[src/ptb_telemetry_defs.vh]
/*
 * Constants for the telemetry read-back bank: access addresses, register
 * sub-addresses, bit positions and window sizes.
 * Assumes it is included by bare name from the files under src/.
 */
`ifndef PTB_TELEMETRY_DEFS_VH
`define PTB_TELEMETRY_DEFS_VH

// ----------------------------------------------------------------------
// Access addresses
// ----------------------------------------------------------------------
`define PTB_PTR_ADDR 8'h80
`define PTB_LIVE_OFS 8'h14
`define PTB_MODE_OFS 8'h16
`define PTB_AVGI_OFS 8'h18
`define PTB_AVGV_OFS 8'h1A
`define PTB_DAC_OFS 8'h1C
`define PTB_DIS_OFS 8'h1E
`define PTB_HIST_OFS 8'h20
`define PTB_INT_OFS 8'h22
`define PTB_TON_OFS 8'h2A
`define PTB_TOFF_OFS 8'h2C
`define PTB_CAL_OFS 8'h2E
`define PTB_PTR_RST 8'h14

// ----------------------------------------------------------------------
// Field positions
// ----------------------------------------------------------------------
`define PTB_LIVE_OV 0
`define PTB_LIVE_UV 1
`define PTB_LIVE_OSC 2
`define PTB_LIVE_SSC 3
`define PTB_LIVE_V10 4
`define PTB_LIVE_V4 5
`define PTB_LIVE_OTP 9
`define PTB_LIVE_CVEN 10
`define PTB_LIVE_LSR 12
`define PTB_LIVE_DIS 13
`define PTB_LIVE_RDY 14
`define PTB_LIVE_IEN 15
`define PTB_DIS_WD 0
`define PTB_DIS_UV 1
`define PTB_DIS_OV 2
`define PTB_DIS_SSC 4
`define PTB_DIS_CVO 6
`define PTB_HIST_BPS 0
`define PTB_HIST_LO_LSB 1
`define PTB_HIST_LO_MSB 6
`define PTB_HIST_CMD 7
`define PTB_HIST_AR_LSB 9
`define PTB_HIST_AR_MSB 14
`define PTB_INT_ST_MSB 8
`define PTB_INT_MK_LSB 9
`define PTB_INT_MK_MSB 15
`define PTB_CAL_SIGN 3

// ----------------------------------------------------------------------
// Window sizes
// ----------------------------------------------------------------------
`define PTB_WIN_N 16
`define PTB_WIN_LOG2 4

`endif

[src/ptb_telemetry_bank.v]
/*
 * Read-only telemetry register bank of a secondary-side supply controller,
 * reached through an indirect pointer location.
 * Assumes an upstream serial slave turns host traffic into one-cycle
 * write and read strobes, and that the regulation and protection logic
 * deliver live levels and one-cycle cause pulses on i_clk.
 */
// What this block does
// - Current average: sixteen-sample mean in low byte, upper byte zero
// - Voltage average: sixteen-sample mean in low 12 bits, top four zero
// - Primary on-time report: sum of sixteen samples, top four bits zero
// - Rectifier on-time report: sixteen-sample sum across all sixteen bits
// - Live status: overvoltage comparator at bit 0, undervoltage at bit 1
// - Live status: sense pin short bit 3, output short bit 2
// - Live status: system ready bit 14, line sense ready bit 12
// - Live status: voltage command allowed bit 10, over-temperature bit 9
// - Disable causes: overload 6, sense short 4, over 2, under 1, watchdog 0
// - History bits 14..9: auto-restart causes, overload first, under last
// - History bit 7 off command received, bit 0 bypass pin latch-off
// - History bits 6..1: latch-off causes, overload first, under last
// - Calibration offset report, bit 3 is sign, one means negative
// - Host writes sub-address to pointer location, then reads it back there
`include "ptb_telemetry_defs.vh"
`default_nettype none

module ptb_telemetry_bank #(
  parameter CUR_W = 8,
  parameter VOLT_W = 12,
  parameter TON_W = 8,
  parameter TOFF_W = 12
) (
  input wire i_clk,
  input wire i_reset,
  // Access port
  input wire i_wr_stb,
  input wire i_rd_stb,
  input wire [7:0] i_addr,
  input wire [15:0] i_wdata,
  output reg [15:0] o_rdata,
  output reg o_rd_valid,
  output reg o_int_req,
  // Live levels
  input wire i_output_over_flag,
  input wire i_output_under_flag,
  input wire i_output_short_flag,
  input wire i_sense_pin_short_flag,
  input wire i_vout_10pct_high,
  input wire i_vout_4pct_high,
  input wire i_over_temp_fault,
  input wire i_voltage_cmd_allowed_flag,
  input wire i_line_sense_ready,
  input wire i_output_discharge_flag,
  input wire i_system_ready,
  input wire i_interrupt_enable,
  input wire [2:0] i_mode_flags,
  input wire [15:0] i_dac_readback,
  input wire [3:0] i_cal_offset,
  input wire [6:0] i_int_mask,
  // Samples
  input wire i_cur_valid,
  input wire [CUR_W-1:0] i_cur_sample,
  input wire i_volt_valid,
  input wire [VOLT_W-1:0] i_volt_sample,
  input wire i_ton_valid,
  input wire [TON_W-1:0] i_ton_sample,
  input wire i_toff_valid,
  input wire [TOFF_W-1:0] i_toff_sample,
  // Cause pulses
  input wire i_overload_disable_cause,
  input wire i_sense_short_disable_cause,
  input wire i_over_disable_cause,
  input wire i_under_disable_cause,
  input wire i_watchdog_disable_cause,
  input wire [5:0] i_restart_causes,
  input wire [5:0] i_latch_causes,
  input wire i_off_command_received,
  input wire i_bypass_pin_latch_cause,
  input wire [8:0] i_int_events
);

  reg [7:0] ptr_r;
  reg [15:0] live_r;
  reg [2:0] mode_r;
  reg [15:0] dac_r;
  reg [3:0] cal_r;
  reg [6:0] mask_r;
  reg [15:0] dis_r;
  reg [15:0] dis_nxt;
  reg [15:0] hist_r;
  reg [15:0] hist_nxt;
  reg [8:0] int_st_r;
  reg [8:0] int_st_nxt;
  reg [15:0] rdata_nxt;
  wire [CUR_W-1:0] avg_cur;
  wire [VOLT_W-1:0] avg_volt;
  wire [TON_W+3:0] ton_sum;
  wire [TOFF_W+3:0] toff_sum;
  wire ptr_hit;
  wire int_rd;

  assign ptr_hit = (i_addr == `PTB_PTR_ADDR);
  assign int_rd = i_rd_stb && ptr_hit && (ptr_r == `PTB_INT_OFS);

  // --------------------------------------------------------------------
  // Windowed averages and sums
  // --------------------------------------------------------------------
  ptb_window_sum #(.IN_W(CUR_W), .OUT_W(CUR_W), .SHIFT(`PTB_WIN_LOG2))
    u_avg_cur (
    .i_clk(i_clk),
    .i_reset(i_reset),
    .i_valid(i_cur_valid),
    .i_sample(i_cur_sample),
    .o_value(avg_cur)
  );

  ptb_window_sum #(.IN_W(VOLT_W), .OUT_W(VOLT_W), .SHIFT(`PTB_WIN_LOG2))
    u_avg_volt (
    .i_clk(i_clk),
    .i_reset(i_reset),
    .i_valid(i_volt_valid),
    .i_sample(i_volt_sample),
    .o_value(avg_volt)
  );

  ptb_window_sum #(.IN_W(TON_W), .OUT_W(TON_W + 4), .SHIFT(0))
    u_ton_sum (
    .i_clk(i_clk),
    .i_reset(i_reset),
    .i_valid(i_ton_valid),
    .i_sample(i_ton_sample),
    .o_value(ton_sum)
  );

  ptb_window_sum #(.IN_W(TOFF_W), .OUT_W(TOFF_W + 4), .SHIFT(0))
    u_toff_sum (
    .i_clk(i_clk),
    .i_reset(i_reset),
    .i_valid(i_toff_valid),
    .i_sample(i_toff_sample),
    .o_value(toff_sum)
  );

  // --------------------------------------------------------------------
  // Sticky cause flags: a new event wins over the interrupt read clear, not over reset
  // --------------------------------------------------------------------
  always @* begin
    dis_nxt = dis_r;
    dis_nxt[`PTB_DIS_CVO] = dis_r[`PTB_DIS_CVO] | i_overload_disable_cause;
    dis_nxt[`PTB_DIS_SSC] = dis_r[`PTB_DIS_SSC] |
                            i_sense_short_disable_cause;
    dis_nxt[`PTB_DIS_OV] = dis_r[`PTB_DIS_OV] | i_over_disable_cause;
    dis_nxt[`PTB_DIS_UV] = dis_r[`PTB_DIS_UV] | i_under_disable_cause;
    dis_nxt[`PTB_DIS_WD] = dis_r[`PTB_DIS_WD] | i_watchdog_disable_cause;
    hist_nxt = hist_r;
    // Order from top: overload, bus switch, sense pin, short, over, under
    hist_nxt[`PTB_HIST_AR_MSB:`PTB_HIST_AR_LSB] =
      hist_r[`PTB_HIST_AR_MSB:`PTB_HIST_AR_LSB] | i_restart_causes;
    hist_nxt[`PTB_HIST_LO_MSB:`PTB_HIST_LO_LSB] =
      hist_r[`PTB_HIST_LO_MSB:`PTB_HIST_LO_LSB] | i_latch_causes;
    hist_nxt[`PTB_HIST_CMD] = hist_r[`PTB_HIST_CMD] |
                              i_off_command_received;
    hist_nxt[`PTB_HIST_BPS] = hist_r[`PTB_HIST_BPS] |
                              i_bypass_pin_latch_cause;
    // Status clears on a read of the interrupt word, events still land
    int_st_nxt = (int_rd ? 9'h000 : int_st_r) | i_int_events;
  end

  always @(posedge i_clk or posedge i_reset) begin
    if (i_reset) begin
      dis_r <= 16'h0000;
      hist_r <= 16'h0000;
      int_st_r <= 9'h000;
    end else begin
      dis_r <= dis_nxt;
      hist_r <= hist_nxt;
      int_st_r <= int_st_nxt;
    end
  end

  // --------------------------------------------------------------------
  // Live snapshot registers
  // --------------------------------------------------------------------
  always @(posedge i_clk or posedge i_reset) begin
    if (i_reset) begin
      live_r <= 16'h0000;
      mode_r <= 3'h0;
      dac_r <= 16'h0000;
      cal_r <= 4'h0;
      mask_r <= 7'h00;
    end else begin
      live_r <= 16'h0000;
      live_r[`PTB_LIVE_OV] <= i_output_over_flag;
      live_r[`PTB_LIVE_UV] <= i_output_under_flag;
      live_r[`PTB_LIVE_OSC] <= i_output_short_flag;
      live_r[`PTB_LIVE_SSC] <= i_sense_pin_short_flag;
      live_r[`PTB_LIVE_V10] <= i_vout_10pct_high;
      live_r[`PTB_LIVE_V4] <= i_vout_4pct_high;
      live_r[`PTB_LIVE_OTP] <= i_over_temp_fault;
      live_r[`PTB_LIVE_CVEN] <= i_voltage_cmd_allowed_flag;
      live_r[`PTB_LIVE_LSR] <= i_line_sense_ready;
      live_r[`PTB_LIVE_DIS] <= i_output_discharge_flag;
      live_r[`PTB_LIVE_RDY] <= i_system_ready;
      live_r[`PTB_LIVE_IEN] <= i_interrupt_enable;
      mode_r <= i_mode_flags;
      dac_r <= i_dac_readback;
      cal_r <= i_cal_offset;
      mask_r <= i_int_mask;
    end
  end

  // --------------------------------------------------------------------
  // Pointer and read-back
  // --------------------------------------------------------------------
  always @(posedge i_clk or posedge i_reset) begin
    if (i_reset) begin
      ptr_r <= `PTB_PTR_RST;
    end else if (i_wr_stb && ptr_hit) begin
      ptr_r <= i_wdata[7:0];
    end
  end

  always @* begin
    rdata_nxt = 16'h0000;
    if (ptr_hit) begin
      case (ptr_r)
        `PTB_LIVE_OFS: rdata_nxt = live_r;
        `PTB_MODE_OFS: rdata_nxt = {13'h0000, mode_r};
        `PTB_AVGI_OFS: rdata_nxt = {{(16 - CUR_W){1'b0}}, avg_cur};
        `PTB_AVGV_OFS: rdata_nxt = {{(16 - VOLT_W){1'b0}}, avg_volt};
        `PTB_DAC_OFS: rdata_nxt = dac_r;
        `PTB_DIS_OFS: rdata_nxt = dis_r;
        `PTB_HIST_OFS: rdata_nxt = hist_r;
        `PTB_INT_OFS: rdata_nxt = {mask_r, int_st_r};
        `PTB_TON_OFS: rdata_nxt = {{(12 - TON_W){1'b0}}, ton_sum};
        `PTB_TOFF_OFS: rdata_nxt[TOFF_W+3:0] = toff_sum;
        `PTB_CAL_OFS: rdata_nxt = {12'h000, cal_r};
        default: rdata_nxt = 16'h0000;
      endcase
    end
  end

  // Writes other than the pointer are dropped; nothing else is writable
  always @(posedge i_clk or posedge i_reset) begin
    if (i_reset) begin
      o_rdata <= 16'h0000;
      o_rd_valid <= 1'b0;
      o_int_req <= 1'b0;
    end else begin
      o_rd_valid <= i_rd_stb;
      if (i_rd_stb) begin
        o_rdata <= rdata_nxt;
      end
      // Mask bit high blocks its status bit; two top events unmaskable
      o_int_req <= |(int_st_r & {2'b11, ~mask_r});
    end
  end

endmodule

`default_nettype wire

[src/ptb_window_sum.v]
/*
 * Sliding sum over the most recent sixteen samples, optionally divided
 * down to a mean by a right shift.
 * Assumes samples arrive as one-cycle valid pulses on i_clk.
 */
`include "ptb_telemetry_defs.vh"
`default_nettype none

module ptb_window_sum #(
  parameter IN_W = 8,
  parameter OUT_W = 8,
  parameter SHIFT = 4
) (
  input wire i_clk,
  input wire i_reset,
  input wire i_valid,
  input wire [IN_W-1:0] i_sample,
  output reg [OUT_W-1:0] o_value
);

  localparam SUM_W = IN_W + `PTB_WIN_LOG2;

  reg [IN_W-1:0] hist_r [0:`PTB_WIN_N-1];
  reg [`PTB_WIN_LOG2-1:0] wr_ptr_r;
  reg [SUM_W-1:0] sum_r;
  wire [SUM_W-1:0] sum_nxt;
  wire [SUM_W-1:0] shifted;
  integer k;

  // Add the newest sample, drop the one it overwrites
  assign sum_nxt = sum_r + {{`PTB_WIN_LOG2{1'b0}}, i_sample}
                   - {{`PTB_WIN_LOG2{1'b0}}, hist_r[wr_ptr_r]};
  assign shifted = sum_r >> SHIFT;

  always @(posedge i_clk or posedge i_reset) begin
    if (i_reset) begin
      for (k = 0; k < `PTB_WIN_N; k = k + 1) begin
        hist_r[k] <= {IN_W{1'b0}};
      end
      wr_ptr_r <= {`PTB_WIN_LOG2{1'b0}};
      sum_r <= {SUM_W{1'b0}};
    end else if (i_valid) begin
      hist_r[wr_ptr_r] <= i_sample;
      wr_ptr_r <= wr_ptr_r + 1'b1;
      sum_r <= sum_nxt;
    end
  end

  always @(posedge i_clk or posedge i_reset) begin
    if (i_reset) begin
      o_value <= {OUT_W{1'b0}};
    end else begin
      o_value <= shifted[OUT_W-1:0];
    end
  end

endmodule

`default_nettype wire

[config.mk]
export PLATFORM = sky130hd
export DESIGN_NAME = ptb_telemetry_bank
export DESIGN_NICKNAME = d
export VERILOG_FILES = /design/src/ptb_telemetry_bank.v /design/src/ptb_window_sum.v
export VERILOG_INCLUDE_DIRS = /design/src /design/src/src
export SDC_FILE = /design/constraint.sdc
export NUM_CORES = 2
export LEC_CHECK = 0
export BUFFER_PORTS_ARGS = -buffer_cell sky130_fd_sc_hd__buf_2
export CORE_MARGIN = 5
export CORE_UTILIZATION = 66
export CTS_BUF_LIST = sky130_fd_sc_hd__clkbuf_4 sky130_fd_sc_hd__clkbuf_8
export DETAILED_ROUTE_END_ITERATION = 8
export HOLD_SLACK_MARGIN = 0.06
export PLACE_DENSITY = 0.84
export SYNTH_ARGS = -nofsm -noshare
export SYNTH_HDL_FRONTEND = slang
export SYNTH_SLANG_ARGS = --single-unit
[constraint.sdc]
create_clock -name i_clk -period 68.5 [get_ports i_clk]
set_input_delay 20.55 -clock i_clk [delete_from_list [all_inputs] [get_ports i_clk]]
set_output_delay 20.55 -clock i_clk [all_outputs]
set_load 0.005 [all_outputs]
# == Word-level counts from Yosys, hierarchy flattened ==
# Cells that the tools add are included.
# classes
eq_ne,12
n_mux,27
magnitude_cmp,8
n_addsub,12
reduce_logical,8
shifts,0
div,0
multipliers,0
bitwise_logic,16
# ops
cell,count
bitwise mux 192 bit,2
bitwise mux 128 bit,2
one-hot mux 16 bit (11 select lines),1
binary-select mux 12 bit (select 4 bit),2
demux 12 bit (select 4 bit),2
two-way mux 12 bit,6
binary-select mux 8 bit (select 4 bit),2
demux 8 bit (select 4 bit),2
equality test 8 x 5 -> 1 bit (second input constant),6
two-way mux 8 bit,6
equality test 8 x 6 -> 1 bit (second input constant),5
adder 16 x 12 -> 16 bit,2
subtractor 16 x 12 -> 16 bit,2
adder 12 x 8 -> 12 bit,2
subtractor 12 x 8 -> 12 bit,2
greater-or-equal comparator 5 bit (second input constant),4
< comparator 5 x 1 -> 1 bit (second input constant),4
inverter 4 -> 5 bit,4
adder 4 x 1 -> 4 bit (second input constant),4
two-way mux 16 bit,1
OR 6 bit,2
AND 9 bit,1
two-way mux 9 bit,1
OR 9 bit,1
other kinds (5),17
# totals
latchBits,0
n_memories,0
mem_bits_rw,0
mem_bits_ro,0
regBits,856
out_inout_bits,18

# == Logic depth before layout (Yosys ltp) ==
# logic_depth
depth_word,6
mapped_depth,16

# == Cells and area by module ==
# From an unflattened synthesis, not the netlist that was laid out.
# hier_totals
hier_cells,3373
hier_area_um2,40522.6
# modules_own_cells
module,n_inst,area_each_um2,cells_per_inst,seq_area_each_um2
ptb_window_sum at u_toff_sum,1,10800.4,903,5705.5
ptb_window_sum at u_avg_volt,1,10746.6,901,5605.4
ptb_window_sum at u_ton_sum,1,7417.1,612,3903.7
ptb_window_sum at u_avg_cur,1,7404.6,608,3803.6
ptb_telemetry_bank,1,4154.0,349,2404.8

# == Least setup slack after synthesis ==
# Ideal clock, no wire load.
# synth_timing
path_kind,input port to flip-flop
start,input i_toff_sample[1]
end,"register u_toff_sum.sum_r[14], in the netlist u_toff_sum.shifted[14]"
path_buffers,1
stages,11
required_ns,68.369
setup_time_ns,0.131
t_arrival_ns,23.146
setup_slack_ns,45.223
cell_sequence,inv_1 > clkbuf_1 > fa_1 > fa_1 > nor2b_1 > o21ai_1 > a21o_1 > a31oi_1 > a41oi_1 > and3b_1 > or3_1
# synth_via
elab_chain_len,2
# synth_rtl
element,line,text
"start, declared",ptb_telemetry_bank.v:67,"input wire [TOFF_W-1:0] i_toff_sample,"
adder 16 x 12 -> 16 bit,ptb_window_sum.v:31,"assign sum_nxt = sum_r + {{`PTB_WIN_LOG2{1'b0}}, i_sample}"
subtractor 16 x 12 -> 16 bit,ptb_window_sum.v:31,
"end signal, assigned",ptb_window_sum.v:41,sum_r <= {SUM_W{1'b0}};
"end signal, assigned",ptb_window_sum.v:45,sum_r <= sum_nxt;
"end, declared",ptb_window_sum.v:25,reg [SUM_W-1:0] sum_r;
# Every way passes these cells.
# A chain may end at the register's enable or synchronous reset.

==> impl_summary.md <==
Worst setup path
In this run the critical register-to-register path is captured at u_toff_sum.shifted[14]$_DFFE_PP0P_. Across all register-to-register paths, the minimum setup slack is 63.31 ns. Traced cell by cell, the critical path runs through buf_2 -> inv_8 -> buf_4 -> buf_4 -> buf_4 -> buf_4.

In this run the critical register-to-register path is launched from u_toff_sum.wr_ptr_r[0]$_DFFE_PP0P_. The critical path is of the in -> async type. The worst setup path is captured at an asynchronous set/reset pin. Following the worst setup path forward leads to its endpoint at u_avg_volt.wr_ptr_r[0]$_DFFE_PP0P_. The worst setup path is launched from an input port. The data required time of the worst path is 69.21 ns. The worst reg-to-reg path cell count is 15.

Of all nets on the critical path, the largest fanout is 155. Counting stages on the worst path, the most repeated cell is buf_4. The worst stage delay on the critical path is 0.98 ns.

Tracing the worst setup path back leads to its startpoint at i_reset. The slowest stage of the critical path belongs to the cell buf_4. STA puts the critical path data arrival time at 25.06 ns.

Clock tree
The depth of the CTS H-tree is 4. The number of setup buffers added after CTS is 0. In this run the clock root is driven by a clkbuf_8. After clock tree synthesis, the clock-pin slew on the worst setup and hold paths is 0.06 ns. The number of clock sinks seen by CTS is 856. After clock tree synthesis, the flow added hold-fix buffers numbering 0. The number of resized instances in the post-cts repair step is 0.

Counting the buffers created by CTS gives 138. The maximum buffer depth of the clock tree is 3. TritonCTS built the clock tree.

The later-pin clock latency in the skew report is 0.79 ns.

Final layout
In the final layout, the share of cells above drive strength 1 is 25.0%. The final cell area excluding filler cells is 43500 µm². At the end of the flow, the number of nets in the layout was 3675.

The number of fillers in the final layout is 3622. From synthesis to final layout, the design area changed by 9.94%. The count of non-filler cells in the finished layout is 4296.

Synthesis
The fraction of registers with async set or reset after synthesis is 100%. After synthesis, the most frequently instantiated cells are dfrtp_1 (854), nand2_1 (553), o21ai_0 (472). The number of warnings issued by yosys is 0. In this run, synthesis inferred 0 flip-flops with an integrated enable. A synthesized cell averages 11.9 µm².

The cell area after synthesis is 39600 µm². After technology mapping, the gate count stands at 3325. The net count after synthesis is 3579.

The most used flip-flop cell after synthesis is dfrtp_1. After synthesis, the netlist uses 76 different library cells. The fraction of the yosys area taken by sequential cells is 54.1%.

The register bit count reported by yosys is 856. Ranked by total cell area, the synthesized netlist is headed by dfrtp_1 (54%), mux4_2 (11%), mux2_2 (6.6%), o21ai_0 (6.0%), nand2_1 (5.2%). The leading cell type by number of instances after synthesis is dfrtp_1. The share of the synthesized area in the top cell type is 54.0%.

The synthesized design spends more area on one cell type than any other, namely dfrtp_1.

Timing
The normalized max-slew margin is 23.5%. The period utilization is 35.5%. Setup violations remaining at the end of the flow were counted as 0. The final hold violation count is 0. The post-route minimum period is 24.34 ns. The count of pins over their slew limit came to 0. Static timing analysis puts the maximum clock frequency at 0.0411 GHz.

Setup repair after global routing left no endpoint under its margin. The actual slew at the worst max-slew pin is 1.15 ns. The accumulated negative setup slack is 0 ns.

The clock arrives with 0.0392 ns of skew.

Route
The total wire length is 93700 µm. Before antenna repair, the detailed router went through 6 iterations. The final route contains 27269 vias. The routed wirelength normalized by instance count is 21.8 µm.

The count of nets left with antenna violations once routing finished came out at 0. After detailed routing, the number of remaining DRC violations is 0. The number of vias per cell is 6.35. The DRC marker count from the first detailed-route iteration is 2787.

GRT
Entering global routing, the biggest net connects 208 pins. The number of global-route vias before repair is 28411. Global routing used 29.4% of the available tracks. The wire length of the first global-routing pass is 151000 µm. For this run the aggregate overflow at the end of global routing stands at 0. The number of antenna violations at the first check in global routing is 2.

Job
Max-cap violations in this run came to 0.

Floorplan
The horizontal extent of the die is 255 µm. The starting utilization of the core area is 66.8%. The vertical die dimension is 255 µm.

The floorplan has 89 rows. The number of I/O pins is 160. The die area is 65000 µm². The core box area is 59200 µm².

Min path
The worst hold path belongs to the class reg -> reg. The hold path startpoint is u_avg_volt.sum_r[10]$_DFFE_PP0P_.

Place
The post-detailed-placement cell area is 40700 µm². The total of buffers placed on input and output ports is 151. The final RePlAce weighted congestion is 0.911. The cell count after placement is 4054.

The placed wire-length estimate after detailed placement is 62700 µm.

Power
The relative contribution of combinational cells to total power is 48.2%. The switching portion of total power is 38.6%. Sequential cells burn 34.2% of the power.

The portion of total power attributed to the clock network is 17.6%. The internal power is 1.58 mW. The highest ir drop seen on vdd is 0.0443 mV. The analysis attributes to cell leakage a power of 19.9 nW.

The total chip power is 2.57 mW. For this design the total switching power over the nets is 0.990 mW. The total power density per cell area is 59.0 nW/µm².

Status
The run finished with clean final reports.
worst max-delay path: cells and delay by family:
kind / cells / cell delay (ns)
buffers and inverters: 6 / 4.21
routing by layer:
layer  wire, µm  track usage [%]  part of all wire [%]
met3       7770             6.14                   8.3
met1      37000             40.3                    39
met4       3450             11.8                   3.7
met5         13                0                 0.014
met2      45500             47.1                    49
registers in the layout, summed over array words and instances, names as in the netlist, 14 cells and up:
name / cells
u_toff_sum.o_value: 16
hist_r: 14
dac_r: 16
u_avg_volt.sum_r: 16
u_toff_sum.shifted: 16
u_toff_sum.hist_r: 192
o_rdata: 16
u_avg_volt.hist_r: 192
u_avg_cur.hist_r: 128
u_ton_sum.hist_r: 128
layout by cell type, fill, tap and decap left out, types with 27 or more instances in the layout:
cell,Yosys,routed
o21ai_0,472,472
a21oi_1,47,47
ha_1,72,72
nand2_1,553,553
nor3_1,29,29
a21o_1,27,27
mux4_2,200,200
inv_1,200,199
xnor2_1,35,35
mux2_2,232,232
buf_2,17,151
nor2_1,59,59
clkbuf_4,0,43
fa_1,40,40
clkbuf_8,0,170
dfrtp_1,854,846
worst min path at each step:
stage,to,slack [ns],cells after the start
floorplan,u_avg_cur.o_value[0]$_DFF_PP0_,0.35,0
global placement,u_ton_sum.o_value[2]$_DFF_PP0_,0.36,0
detailed placement,u_avg_cur.o_value[1]$_DFF_PP0_,0.36,0
CTS,u_avg_volt.o_value[6]$_DFF_PP0_,0.38,0
global route,u_ton_sum.o_value[2]$_DFF_PP0_,0.40,0
finish,u_avg_volt.o_value[6]$_DFF_PP0_,0.38,0
kinds of logic (layout without fill, tap and decap cells):
kind of cell	Yosys count	after routing	synth area share, %
adders and majority gates	112	112	4.30
buffers and inverters	413	610	3.97
DFF	856	856	54.1
muxes	455	455	18.6
and+or+nand+nor	760	760	8.18
other	0	1	0
xor gates and xnor gates	44	44	0.974
AOI/OAI and AO/OA	685	685	9.88
power by group through the flow:
stage	Combinational [mW]	Clock, mW	Sequential, mW
floorplan	0.987	0	0.810
global placement	1.13	0	0.854
detailed placement	1.21	0	0.880
CTS	1.23	0.457	0.872
global route	1.37	0.480	0.900
finish	1.24	0.451	0.878
per-stage QoR:
| step | hold slack (ns) | util [%] | setup WS [ns] |
|---|---|---|---|
| after floorplan | 0.354 | - | 23.90 |
| after global placement | 0.363 | 68.6 | 43.48 |
| after detailed placement | 0.365 | 68.6 | 43.24 |
| after CTS | 0.381 | 73.4 | 44.08 |
| after global routing | 0.398 | 73.4 | 43.40 |
| final | 0.378 | 73.4 | 44.16 |
final cells by class:
cell class              instances  area [µm²]  area share (%)
clock buffers                 213        2660            6.12
well taps                     773         967            2.22
clock inverters                28         193           0.443
multi-input cells            2056       16600            38.1
diodes                          1        2.50         0.00575
repair buffers                167         901            2.07
inverters                     202         766            1.76
flip-flops and latches        856       21400            49.3
Note: power is estimated with default switching activity, not from simulation.
